--- src/pkg/rivp_consts.vh ---
// Purpose: Constants for reset and interrupt vector placement.
// Assumes: Program word addresses are 12 bits wide.
// Notes:   Vector offsets are relative to the active vector base.
`ifndef RIVP_CONSTS_VH
`define RIVP_CONSTS_VH
`define RIVP_ADDR_W        12
`define RIVP_NUM_SRC       25
`define RIVP_RESET_ADDR    12'h000
`define RIVP_BOOT_ADDR     12'hC00
`define RIVP_VEC_FIRST     12'h001
`define RIVP_VEC_LAST      12'h019
`define RIVP_FUSE_UNPROG   1'b1
`define RIVP_FUSE_PROG     1'b0
`define RIVP_NUM_RESET     5'h01
`define RIVP_SRC_EXT0      5'h00
`define RIVP_SRC_EXT1      5'h01
`define RIVP_SRC_PC0       5'h02
`define RIVP_SRC_PC1       5'h03
`define RIVP_SRC_PC2       5'h04
`define RIVP_SRC_WDOG      5'h05
`define RIVP_SRC_T2CA      5'h06
`define RIVP_SRC_T2CB      5'h07
`define RIVP_SRC_T2OV      5'h08
`define RIVP_SRC_T1CP      5'h09
`define RIVP_SRC_T1CA      5'h0A
`define RIVP_SRC_T1CB      5'h0B
`define RIVP_SRC_T1OV      5'h0C
`define RIVP_SRC_T0CA      5'h0D
`define RIVP_SRC_T0CB      5'h0E
`define RIVP_SRC_T0OV      5'h0F
`define RIVP_SRC_SPI       5'h10
`define RIVP_SRC_RXC       5'h11
`define RIVP_SRC_TXBE      5'h12
`define RIVP_SRC_TXC       5'h13
`define RIVP_SRC_ADC       5'h14
`define RIVP_SRC_EEPR      5'h15
`define RIVP_SRC_ACMP      5'h16
`define RIVP_SRC_TWOW      5'h17
`define RIVP_SRC_STORE     5'h18
`define RIVP_OFF_EXT0      12'h001
`define RIVP_OFF_EXT1      12'h002
`define RIVP_OFF_PC0       12'h003
`define RIVP_OFF_PC1       12'h004
`define RIVP_OFF_PC2       12'h005
`define RIVP_OFF_WDOG      12'h006
`define RIVP_OFF_T2CA      12'h007
`define RIVP_OFF_T2CB      12'h008
`define RIVP_OFF_T2OV      12'h009
`define RIVP_OFF_T1CP      12'h00A
`define RIVP_OFF_T1CA      12'h00B
`define RIVP_OFF_T1CB      12'h00C
`define RIVP_OFF_T1OV      12'h00D
`define RIVP_OFF_T0CA      12'h00E
`define RIVP_OFF_T0CB      12'h00F
`define RIVP_OFF_T0OV      12'h010
`define RIVP_OFF_SPI       12'h011
`define RIVP_OFF_RXC       12'h012
`define RIVP_OFF_TXBE      12'h013
`define RIVP_OFF_TXC       12'h014
`define RIVP_OFF_ADC       12'h015
`define RIVP_OFF_EEPR      12'h016
`define RIVP_OFF_ACMP      12'h017
`define RIVP_OFF_TWOW      12'h018
`define RIVP_OFF_STORE     12'h019
`define RIVP_NUM_EXT0      5'h02
`define RIVP_NUM_EXT1      5'h03
`define RIVP_NUM_PC0       5'h04
`define RIVP_NUM_PC1       5'h05
`define RIVP_NUM_PC2       5'h06
`define RIVP_NUM_WDOG      5'h07
`define RIVP_NUM_T2CA      5'h08
`define RIVP_NUM_T2CB      5'h09
`define RIVP_NUM_T2OV      5'h0A
`define RIVP_NUM_T1CP      5'h0B
`define RIVP_NUM_T1CA      5'h0C
`define RIVP_NUM_T1CB      5'h0D
`define RIVP_NUM_T1OV      5'h0E
`define RIVP_NUM_T0CA      5'h0F
`define RIVP_NUM_T0CB      5'h10
`define RIVP_NUM_T0OV      5'h11
`define RIVP_NUM_SPI       5'h12
`define RIVP_NUM_RXC       5'h13
`define RIVP_NUM_TXBE      5'h14
`define RIVP_NUM_TXC       5'h15
`define RIVP_NUM_ADC       5'h16
`define RIVP_NUM_EEPR      5'h17
`define RIVP_NUM_ACMP      5'h18
`define RIVP_NUM_TWOW      5'h19
`define RIVP_NUM_STORE     5'h1A
`endif

--- src/core/rivp_prio_enc.v ---
// Purpose: Picks the pending request with the lowest vector number.
// Assumes: Bit 0 of the request word is vector number 2.
// Notes:   Purely combinational.
`timescale 1ns/1ps
`include "rivp_consts.vh"
module rivp_prio_enc (
    input  wire [`RIVP_NUM_SRC-1:0] reqVec,
    output reg                      anyReq,
    output reg  [4:0]               reqIndex
);
    integer i;
    always @* begin
        anyReq   = 1'b0;
        reqIndex = 5'h00;
        // Scan from the top so that the lowest index is the last to win.
        for (i = `RIVP_NUM_SRC - 1; i >= 0; i = i - 1) begin
            if (reqVec[i]) begin
                anyReq   = 1'b1;
                reqIndex = i[4:0];
            end
        end
    end
endmodule // rivp_prio_enc

--- src/core/rivp_vector_gen.v ---
// Purpose: Reset and interrupt vector address generation for the core.
// Assumes: Requests are already enabled and qualified; inputs synchronous to sys_clk.
// Notes:   The core fetches from vectorAddr when vectorValid is high.
// Notes on behaviour
// - All reset causes share vector one at word 0x000 without boot reset.
// - External requests at 0x001, 0x002; pin-change requests at 0x003 to 0x005.
// - Watchdog time-out uses offset 0x006.
// - Second 8-bit timer: compare A 0x007, compare B 0x008, overflow 0x009.
// - 16-bit timer: capture 0x00A, compare A 0x00B, B 0x00C, overflow 0x00D.
// - First 8-bit timer: compare A 0x00E, compare B 0x00F, overflow 0x010.
// - Serial transfer 0x011; receive 0x012, buffer empty 0x013, transmit 0x014.
// - ADC 0x015, EEPROM 0x016, comparator 0x017, two-wire 0x018, store 0x019.
// - Programmed boot fuse starts execution at the boot reset address.
// - Vector select set adds the boot section start to each vector address.
// - Fuse value one means unprogrammed, zero means programmed.
// - Reset follows the fuse, vector base follows the select bit, independently.
// - Vector words are ordinary code; no special handling beyond address output.
// - Boot reset address is 0xC00; relocated vectors span 0xC01 to 0xC19.
`timescale 1ns/1ps
`include "rivp_consts.vh"
module rivp_vector_gen (
    input  wire                     sys_clk,
    input  wire                     rst_n,
    input  wire                     boot_reset_select_fuse,
    input  wire                     vector_select_to_boot,
    input  wire                     ext_irq_zero,
    input  wire                     ext_irq_one,
    input  wire                     pin_change_req_zero,
    input  wire                     pin_change_req_one,
    input  wire                     pin_change_req_two,
    input  wire                     watchdog_timeout_req,
    input  wire                     timer2CmpAReq,
    input  wire                     timer2CmpBReq,
    input  wire                     timer2OvfReq,
    input  wire                     timer1CaptReq,
    input  wire                     timer1CmpAReq,
    input  wire                     timer1CmpBReq,
    input  wire                     timer1OvfReq,
    input  wire                     timer0CmpAReq,
    input  wire                     timer0CmpBReq,
    input  wire                     timer0OvfReq,
    input  wire                     spiDoneReq,
    input  wire                     rxCompleteReq,
    input  wire                     tx_buffer_empty_req,
    input  wire                     txCompleteReq,
    input  wire                     adcDoneReq,
    input  wire                     eeprom_ready_req,
    input  wire                     analogCompReq,
    input  wire                     two_wire_serial_req,
    input  wire                     store_prog_mem_ready_req,
    output reg  [`RIVP_ADDR_W-1:0]  resetAddr_r,
    output reg  [`RIVP_ADDR_W-1:0]  vectorBase_r,
    output reg  [`RIVP_ADDR_W-1:0]  vectorAddr_r,
    output reg                      vectorValid_r,
    output reg  [4:0]               vectorNum_r
);
    reg                     rstSync1_r;
    reg                     rstSync2_r;
    reg                     fuseLatched_r;
    reg                     fuseTaken_r;
    wire [`RIVP_NUM_SRC-1:0] reqVec;
    wire                    anyReq;
    wire [4:0]              reqIndex;
    reg  [`RIVP_ADDR_W-1:0] resetAddr_nxt;
    reg  [`RIVP_ADDR_W-1:0] vectorBase_nxt;
    reg  [`RIVP_ADDR_W-1:0] vectorAddr_nxt;
    wire                    rstInt_n;

    // Word offset of each source from the active base. A table rather than an adder
    // keeps every vector word visible, at the cost of a wider decode.
    function [`RIVP_ADDR_W-1:0] srcOffset;
        input [4:0] idx;
        begin
            case (idx)
                `RIVP_SRC_EXT0:  srcOffset = `RIVP_OFF_EXT0;
                `RIVP_SRC_EXT1:  srcOffset = `RIVP_OFF_EXT1;
                `RIVP_SRC_PC0:   srcOffset = `RIVP_OFF_PC0;
                `RIVP_SRC_PC1:   srcOffset = `RIVP_OFF_PC1;
                `RIVP_SRC_PC2:   srcOffset = `RIVP_OFF_PC2;
                `RIVP_SRC_WDOG:  srcOffset = `RIVP_OFF_WDOG;
                `RIVP_SRC_T2CA:  srcOffset = `RIVP_OFF_T2CA;
                `RIVP_SRC_T2CB:  srcOffset = `RIVP_OFF_T2CB;
                `RIVP_SRC_T2OV:  srcOffset = `RIVP_OFF_T2OV;
                `RIVP_SRC_T1CP:  srcOffset = `RIVP_OFF_T1CP;
                `RIVP_SRC_T1CA:  srcOffset = `RIVP_OFF_T1CA;
                `RIVP_SRC_T1CB:  srcOffset = `RIVP_OFF_T1CB;
                `RIVP_SRC_T1OV:  srcOffset = `RIVP_OFF_T1OV;
                `RIVP_SRC_T0CA:  srcOffset = `RIVP_OFF_T0CA;
                `RIVP_SRC_T0CB:  srcOffset = `RIVP_OFF_T0CB;
                `RIVP_SRC_T0OV:  srcOffset = `RIVP_OFF_T0OV;
                `RIVP_SRC_SPI:   srcOffset = `RIVP_OFF_SPI;
                `RIVP_SRC_RXC:   srcOffset = `RIVP_OFF_RXC;
                `RIVP_SRC_TXBE:  srcOffset = `RIVP_OFF_TXBE;
                `RIVP_SRC_TXC:   srcOffset = `RIVP_OFF_TXC;
                `RIVP_SRC_ADC:   srcOffset = `RIVP_OFF_ADC;
                `RIVP_SRC_EEPR:  srcOffset = `RIVP_OFF_EEPR;
                `RIVP_SRC_ACMP:  srcOffset = `RIVP_OFF_ACMP;
                `RIVP_SRC_TWOW:  srcOffset = `RIVP_OFF_TWOW;
                `RIVP_SRC_STORE: srcOffset = `RIVP_OFF_STORE;
                default:         srcOffset = `RIVP_VEC_FIRST;
            endcase
        end
    endfunction

    // Vector number shown to the core; number one is kept for the reset vector.
    function [4:0] srcVecNum;
        input [4:0] idx;
        begin
            case (idx)
                `RIVP_SRC_EXT0:  srcVecNum = `RIVP_NUM_EXT0;
                `RIVP_SRC_EXT1:  srcVecNum = `RIVP_NUM_EXT1;
                `RIVP_SRC_PC0:   srcVecNum = `RIVP_NUM_PC0;
                `RIVP_SRC_PC1:   srcVecNum = `RIVP_NUM_PC1;
                `RIVP_SRC_PC2:   srcVecNum = `RIVP_NUM_PC2;
                `RIVP_SRC_WDOG:  srcVecNum = `RIVP_NUM_WDOG;
                `RIVP_SRC_T2CA:  srcVecNum = `RIVP_NUM_T2CA;
                `RIVP_SRC_T2CB:  srcVecNum = `RIVP_NUM_T2CB;
                `RIVP_SRC_T2OV:  srcVecNum = `RIVP_NUM_T2OV;
                `RIVP_SRC_T1CP:  srcVecNum = `RIVP_NUM_T1CP;
                `RIVP_SRC_T1CA:  srcVecNum = `RIVP_NUM_T1CA;
                `RIVP_SRC_T1CB:  srcVecNum = `RIVP_NUM_T1CB;
                `RIVP_SRC_T1OV:  srcVecNum = `RIVP_NUM_T1OV;
                `RIVP_SRC_T0CA:  srcVecNum = `RIVP_NUM_T0CA;
                `RIVP_SRC_T0CB:  srcVecNum = `RIVP_NUM_T0CB;
                `RIVP_SRC_T0OV:  srcVecNum = `RIVP_NUM_T0OV;
                `RIVP_SRC_SPI:   srcVecNum = `RIVP_NUM_SPI;
                `RIVP_SRC_RXC:   srcVecNum = `RIVP_NUM_RXC;
                `RIVP_SRC_TXBE:  srcVecNum = `RIVP_NUM_TXBE;
                `RIVP_SRC_TXC:   srcVecNum = `RIVP_NUM_TXC;
                `RIVP_SRC_ADC:   srcVecNum = `RIVP_NUM_ADC;
                `RIVP_SRC_EEPR:  srcVecNum = `RIVP_NUM_EEPR;
                `RIVP_SRC_ACMP:  srcVecNum = `RIVP_NUM_ACMP;
                `RIVP_SRC_TWOW:  srcVecNum = `RIVP_NUM_TWOW;
                `RIVP_SRC_STORE: srcVecNum = `RIVP_NUM_STORE;
                default:         srcVecNum = `RIVP_NUM_RESET;
            endcase
        end
    endfunction

    always @(posedge sys_clk or negedge rst_n) begin
        if (!rst_n) begin
            rstSync1_r <= 1'b0;
            rstSync2_r <= 1'b0;
        end else begin
            rstSync1_r <= 1'b1;
            rstSync2_r <= rstSync1_r;
        end
    end
    assign rstInt_n = rstSync2_r;

    // Table order sets the index, so index order is vector-number order.
    assign reqVec[`RIVP_SRC_EXT0]  = ext_irq_zero;
    assign reqVec[`RIVP_SRC_EXT1]  = ext_irq_one;
    assign reqVec[`RIVP_SRC_PC0]   = pin_change_req_zero;
    assign reqVec[`RIVP_SRC_PC1]   = pin_change_req_one;
    assign reqVec[`RIVP_SRC_PC2]   = pin_change_req_two;
    assign reqVec[`RIVP_SRC_WDOG]  = watchdog_timeout_req;
    assign reqVec[`RIVP_SRC_T2CA]  = timer2CmpAReq;
    assign reqVec[`RIVP_SRC_T2CB]  = timer2CmpBReq;
    assign reqVec[`RIVP_SRC_T2OV]  = timer2OvfReq;
    assign reqVec[`RIVP_SRC_T1CP]  = timer1CaptReq;
    assign reqVec[`RIVP_SRC_T1CA]  = timer1CmpAReq;
    assign reqVec[`RIVP_SRC_T1CB]  = timer1CmpBReq;
    assign reqVec[`RIVP_SRC_T1OV]  = timer1OvfReq;
    assign reqVec[`RIVP_SRC_T0CA]  = timer0CmpAReq;
    assign reqVec[`RIVP_SRC_T0CB]  = timer0CmpBReq;
    assign reqVec[`RIVP_SRC_T0OV]  = timer0OvfReq;
    assign reqVec[`RIVP_SRC_SPI]   = spiDoneReq;
    assign reqVec[`RIVP_SRC_RXC]   = rxCompleteReq;
    assign reqVec[`RIVP_SRC_TXBE]  = tx_buffer_empty_req;
    assign reqVec[`RIVP_SRC_TXC]   = txCompleteReq;
    assign reqVec[`RIVP_SRC_ADC]   = adcDoneReq;
    assign reqVec[`RIVP_SRC_EEPR]  = eeprom_ready_req;
    assign reqVec[`RIVP_SRC_ACMP]  = analogCompReq;
    assign reqVec[`RIVP_SRC_TWOW]  = two_wire_serial_req;
    assign reqVec[`RIVP_SRC_STORE] = store_prog_mem_ready_req;

    rivp_prio_enc u_prio (
        .reqVec   (reqVec),
        .anyReq   (anyReq),
        .reqIndex (reqIndex)
    );

    // The fuse is a strap: it is caught once after reset release, never
    // through the asynchronous reset, so a later change waits for a reset.
    always @(posedge sys_clk or negedge rstInt_n) begin
        if (!rstInt_n) begin
            fuseLatched_r <= `RIVP_FUSE_UNPROG;
            fuseTaken_r   <= 1'b0;
        end else if (!fuseTaken_r) begin
            fuseLatched_r <= boot_reset_select_fuse;
            fuseTaken_r   <= 1'b1;
        end
    end

    always @* begin
        // Use the live fuse in the capture cycle so the first reset address is right.
        if ((fuseTaken_r ? fuseLatched_r : boot_reset_select_fuse) == `RIVP_FUSE_PROG) begin
            resetAddr_nxt = `RIVP_BOOT_ADDR;
        end else begin
            resetAddr_nxt = `RIVP_RESET_ADDR;
        end
        // The select bit moves only the interrupt table, never the reset word.
        if (vector_select_to_boot) begin
            vectorBase_nxt = `RIVP_BOOT_ADDR;
        end else begin
            vectorBase_nxt = `RIVP_RESET_ADDR;
        end
        vectorAddr_nxt = vectorBase_nxt + srcOffset(reqIndex);
    end

    // Only addresses leave this block; the words themselves stay ordinary
    // program memory, so nothing here blocks fetches at vector locations.
    always @(posedge sys_clk or negedge rstInt_n) begin
        if (!rstInt_n) begin
            resetAddr_r   <= `RIVP_RESET_ADDR;
            vectorBase_r  <= `RIVP_RESET_ADDR;
            vectorAddr_r  <= `RIVP_RESET_ADDR;
            vectorValid_r <= 1'b0;
            vectorNum_r   <= 5'h00;
        end else begin
            resetAddr_r   <= resetAddr_nxt;
            vectorBase_r  <= vectorBase_nxt;
            vectorValid_r <= anyReq;
            vectorAddr_r  <= anyReq ? vectorAddr_nxt : resetAddr_nxt;
            vectorNum_r   <= anyReq ? srcVecNum(reqIndex) : `RIVP_NUM_RESET;
        end
    end
endmodule // rivp_vector_gen

--- config.mk ---
export PLATFORM = sky130hd
export DESIGN_NAME = rivp_vector_gen
export DESIGN_NICKNAME = d
export VERILOG_FILES = /design/src/core/rivp_prio_enc.v /design/src/core/rivp_vector_gen.v
export VERILOG_INCLUDE_DIRS = /design/src /design/src/pkg
export SDC_FILE = /design/constraint.sdc
export NUM_CORES = 1
export LEC_CHECK = 0
export ABC_AREA = 0
export BUFFER_PORTS_ARGS = -buffer_cell sky130_fd_sc_hd__buf_4
export CAP_MARGIN = 10
export CORE_UTILIZATION = 39
export CTS_CLUSTER_SIZE = 24
export DETAILED_ROUTE_END_ITERATION = 8
export GPL_TIMING_DRIVEN = 0
export PLACE_DENSITY_LB_ADDON = 0.15
export SLEW_MARGIN = 30
export SYNTH_ARGS = -nofsm -noshare
export SYNTH_HDL_FRONTEND = slang
export SYNTH_HIERARCHICAL = 1
export SYNTH_SLANG_ARGS = --single-unit
--- constraint.sdc ---
create_clock -name sys_clk -period 0.8 [get_ports sys_clk]
set_clock_uncertainty 0.15 [all_clocks]
set_input_delay 0.04 -clock sys_clk [delete_from_list [all_inputs] [get_ports sys_clk]]
set_output_delay 0.04 -clock sys_clk [all_outputs]
set_load 0.02 [all_outputs]
==> metrics.txt <==
top cell type's share of synthesized area 35.4%; DRT iter0 DRCs 20; Post-Synthesis Cells 128; first-pass GRT wire length 4.75 mm; Routed Antenna Nets 0; Die Height 57.5 um; Inserted Diodes 0; Worst-Margin Slew 607 ps; Vias/cell 4.82; Synth Area in Compound Gates about 15%; antenna violations before repair 0; CTS tree done; Floorplan Core Area about 2800 um^2; flops & latches, synth 18; setup ws final -975 ps; DRC Markers 5; CP endpoint kind flip-flop; share of cells above drive strength 1 54.7%; Fmax achieved roughly 560 MHz; max-cap violations 0; XOR/XNOR Fraction of Synth Area 0%; VDD IR max 0.000598 V; Slew HR 59.6%; fin nets 247; WL/cell 12.0 um; min Tclk post-route ~1800 ps; P_leak 1.00 nW; CP startpoint kind input pin; Sink Count 18; min-delay worst type in2reg; site row count 19; Root Buffer Master clkbuf_4; clk_lat worst skew 280 ps; ys flop type dfrtp_1; unrepaired setup endpoints after global routing yes; Clock Tree Buf Depth 2; grt ovf 0; synth top area cells dfrtp_1, buf_4, ha_1, nor2_1, nor4_1; asr flop ratio synth 100%; Cells after DPL 229; die area 3310 um^2; syn_area_per_cell 9.38 um^2; simple logic cell fraction of the synthesized area 20.1%; die width approximately 57 um; largest net degree at the start of global routing 17; hold-fix buffers at CTS 2; largest family of logic cells by synthesized area simple AND/OR/NAND/NOR gates; final core utilization 73.0%; EDFF count, synth 0; Yosys top cell by area dfrtp_1; Net Sw Power 0.000688 W; CTS H-tree depth 1; register area share after synthesis 37.6%; slowest stage delay, CP 430 ps; synthesized area 1200 um^2; GPL Wtd Cong 0.808; IO buf count 45; crit-path max FO 6; Synth Area in Adders 5.21%; CP max-delay cell a2111oi_4; CP required 810 ps; Netlist cell types 40; combinational share of power about a third; Place WS -1420 ps; period utilization 222%; violated checks DRC, hold timing, setup timing; Clock power frac 22.2%; Slew Limit Fails 0; final hold vios 5; vias in the first global route 1130; I/O Pins 71; Starting Density 42.5%; Pre-antenna DRT Iters 8; P&R area growth vs syn 72.0%; final setup vio count 34; YS warnings 6; status finished, violations left; post-synthesis mux area share 1.77%; final non-filler cell total around 240; register clock-pin slew on the reported worst setup and hold paths 90 ps; switching share of power 29.3%; DP Wirelength 2.18 mm; Int Power 0.00166 W; via count 1172; crit path DAT ~1800 ps; CTS buffer count 3; sequential power share 42.9%; Setup CP Type in2reg; total track usage 18.5%; DRT Wirelength 2.93 mm; fillers 214; CP cell instances buf_8, nor4_4, buf_4, o311ai_4, a2111oi_4, inv_2, ha_4, nor2b_4, o21ai_4, a311oi_1; Fin Hold WS -117 ps; PD cells 1140 nW/um^2
==> power groups by stage <==
| stage | registers, W | logic (W) | clock network, W |
|---|---|---|---|
| 2_1_floorplan | 0.00106 | 0.000373 | 0 |
| 3_3_place_gp | 0.00101 | 0.000681 | 0 |
| 3_5_place_dp | 0.00101 | 0.000695 | 0 |
| 4_1_cts | 0.00100 | 0.000788 | 0.000543 |
| 5_1_grt | 0.00101 | 0.000878 | 0.000579 |
| 6_report | 0.00101 | 0.000821 | 0.000521 |
==> registers in the layout (all words and copies together) (netlist names) <==
name           count
fuseLatched_r      1
vectorValid_r      1
rstInt_n           1
fuseTaken_r        1
vectorAddr_r       6
vectorNum_r        5
resetAddr_r        1
rstSync1_r         1
vectorBase_r       1
==> worst paths after layout <==
check,startpoint,end,slack (ps),cells past startpoint
setup / recovery,timer0CmpAReq,vectorAddr_r[3],-970,10
hold / removal,boot_reset_select_fuse,fuseLatched_r,-120,2
setup reg to reg,fuseTaken_r,vectorAddr_r[10],-330,2
hold reg to reg,rstInt_n,vectorAddr_r[2],100,0
max in group asynchronous,rstInt_n,vectorAddr_r[10],-30,0
min in group asynchronous,rst_n,rstSync1_r,-70,2
==> layer usage <==
layer  global-route usage, %  wire length (um)
met2                    39.2              1640
met5                       0                 0
met4                    6.27                42
met3                   0.907               176
met1                    18.5              1060
==> Yosys cell counts (2+ instances only) <==
library cell,number
nand2_1,3
inv_1,6
o21ai_0,3
buf_4,28
nand3_1,2
dfrtp_1,17
nor4_1,6
a21oi_1,4
conb_1,2
o21bai_1,3
nor2_1,11
a21o_1,2
nor3_1,4
o211ai_1,2
ha_1,5
and3_2,3
nor2b_1,4
==> worst max-delay path: cells and delay by family <==
kind            cells  cell delay [ps]
compound gates      4              820
fa+ha+maj           1              160
buf+inv             3              350
simple gates        2              400
==> kinds of logic after synthesis <==
| group | after synthesis |
|---|---|
| buf+inv | 34 |
| simple gates | 42 |
| fa+ha+maj | 5 |
| compound gates | 25 |
| other cells | 2 |
| flops | 18 |
| mux | 2 |
==> through the flow <==
stage	instance area, um^2	hold slack, ps	setup TNS (ps)	total power, W
finish	2070	-117	-13860	0.00235
detailed placement	1800	-324	-15400	0.00171
global route	2070	-124	-17890	0.00247
global placement	1800	-328	-15090	0.00169
floorplan	1420	-406	-10710	0.00143
CTS	2040	-136	-13900	0.00234
==> cell type report <==
type,instances,area (um^2),area share (%)
Multi-Input combinational cell,101,798,38.6
Timing Repair Buffer,55,493,23.9
Sequential cell,18,455,22.0
Buffer,28,221,10.7
Tap cell,31,38.8,1.88
Clock buffer,4,36.3,1.76
Inverter,6,22.5,1.09
==> cells in the final DEF (no fill, tap or decap), types with 2 or more instances in the layout <==
master         count
buf_4             59
dlygate4sd3_1      2
inv_1              3
nor2_2             2
dfrtp_2            3
nand3_1            2
nor4_4             3
o211ai_1           2
dfrtp_1           14
o21ai_1            2
nor2_1             9
nor4_1             2
inv_2              3
nor2b_1            4
nor4_2             2
and3_4             3
ha_4               4
o21ai_0            2
nor3_1             4
buf_6             21
a21oi_1            3
clkbuf_4           3
a21o_1             2
conb_1            27
o21bai_1           3
nand2_1            3
==> what timing repair did <==
item	4_1_cts	5_1_grt
setup buffers	8	2
resized for setup	31	5
pin swaps	9	2
hold endpoints to repair	6	5
endpoints found under the setup margin	47	47
Note: power is estimated with default switching activity, not from simulation.
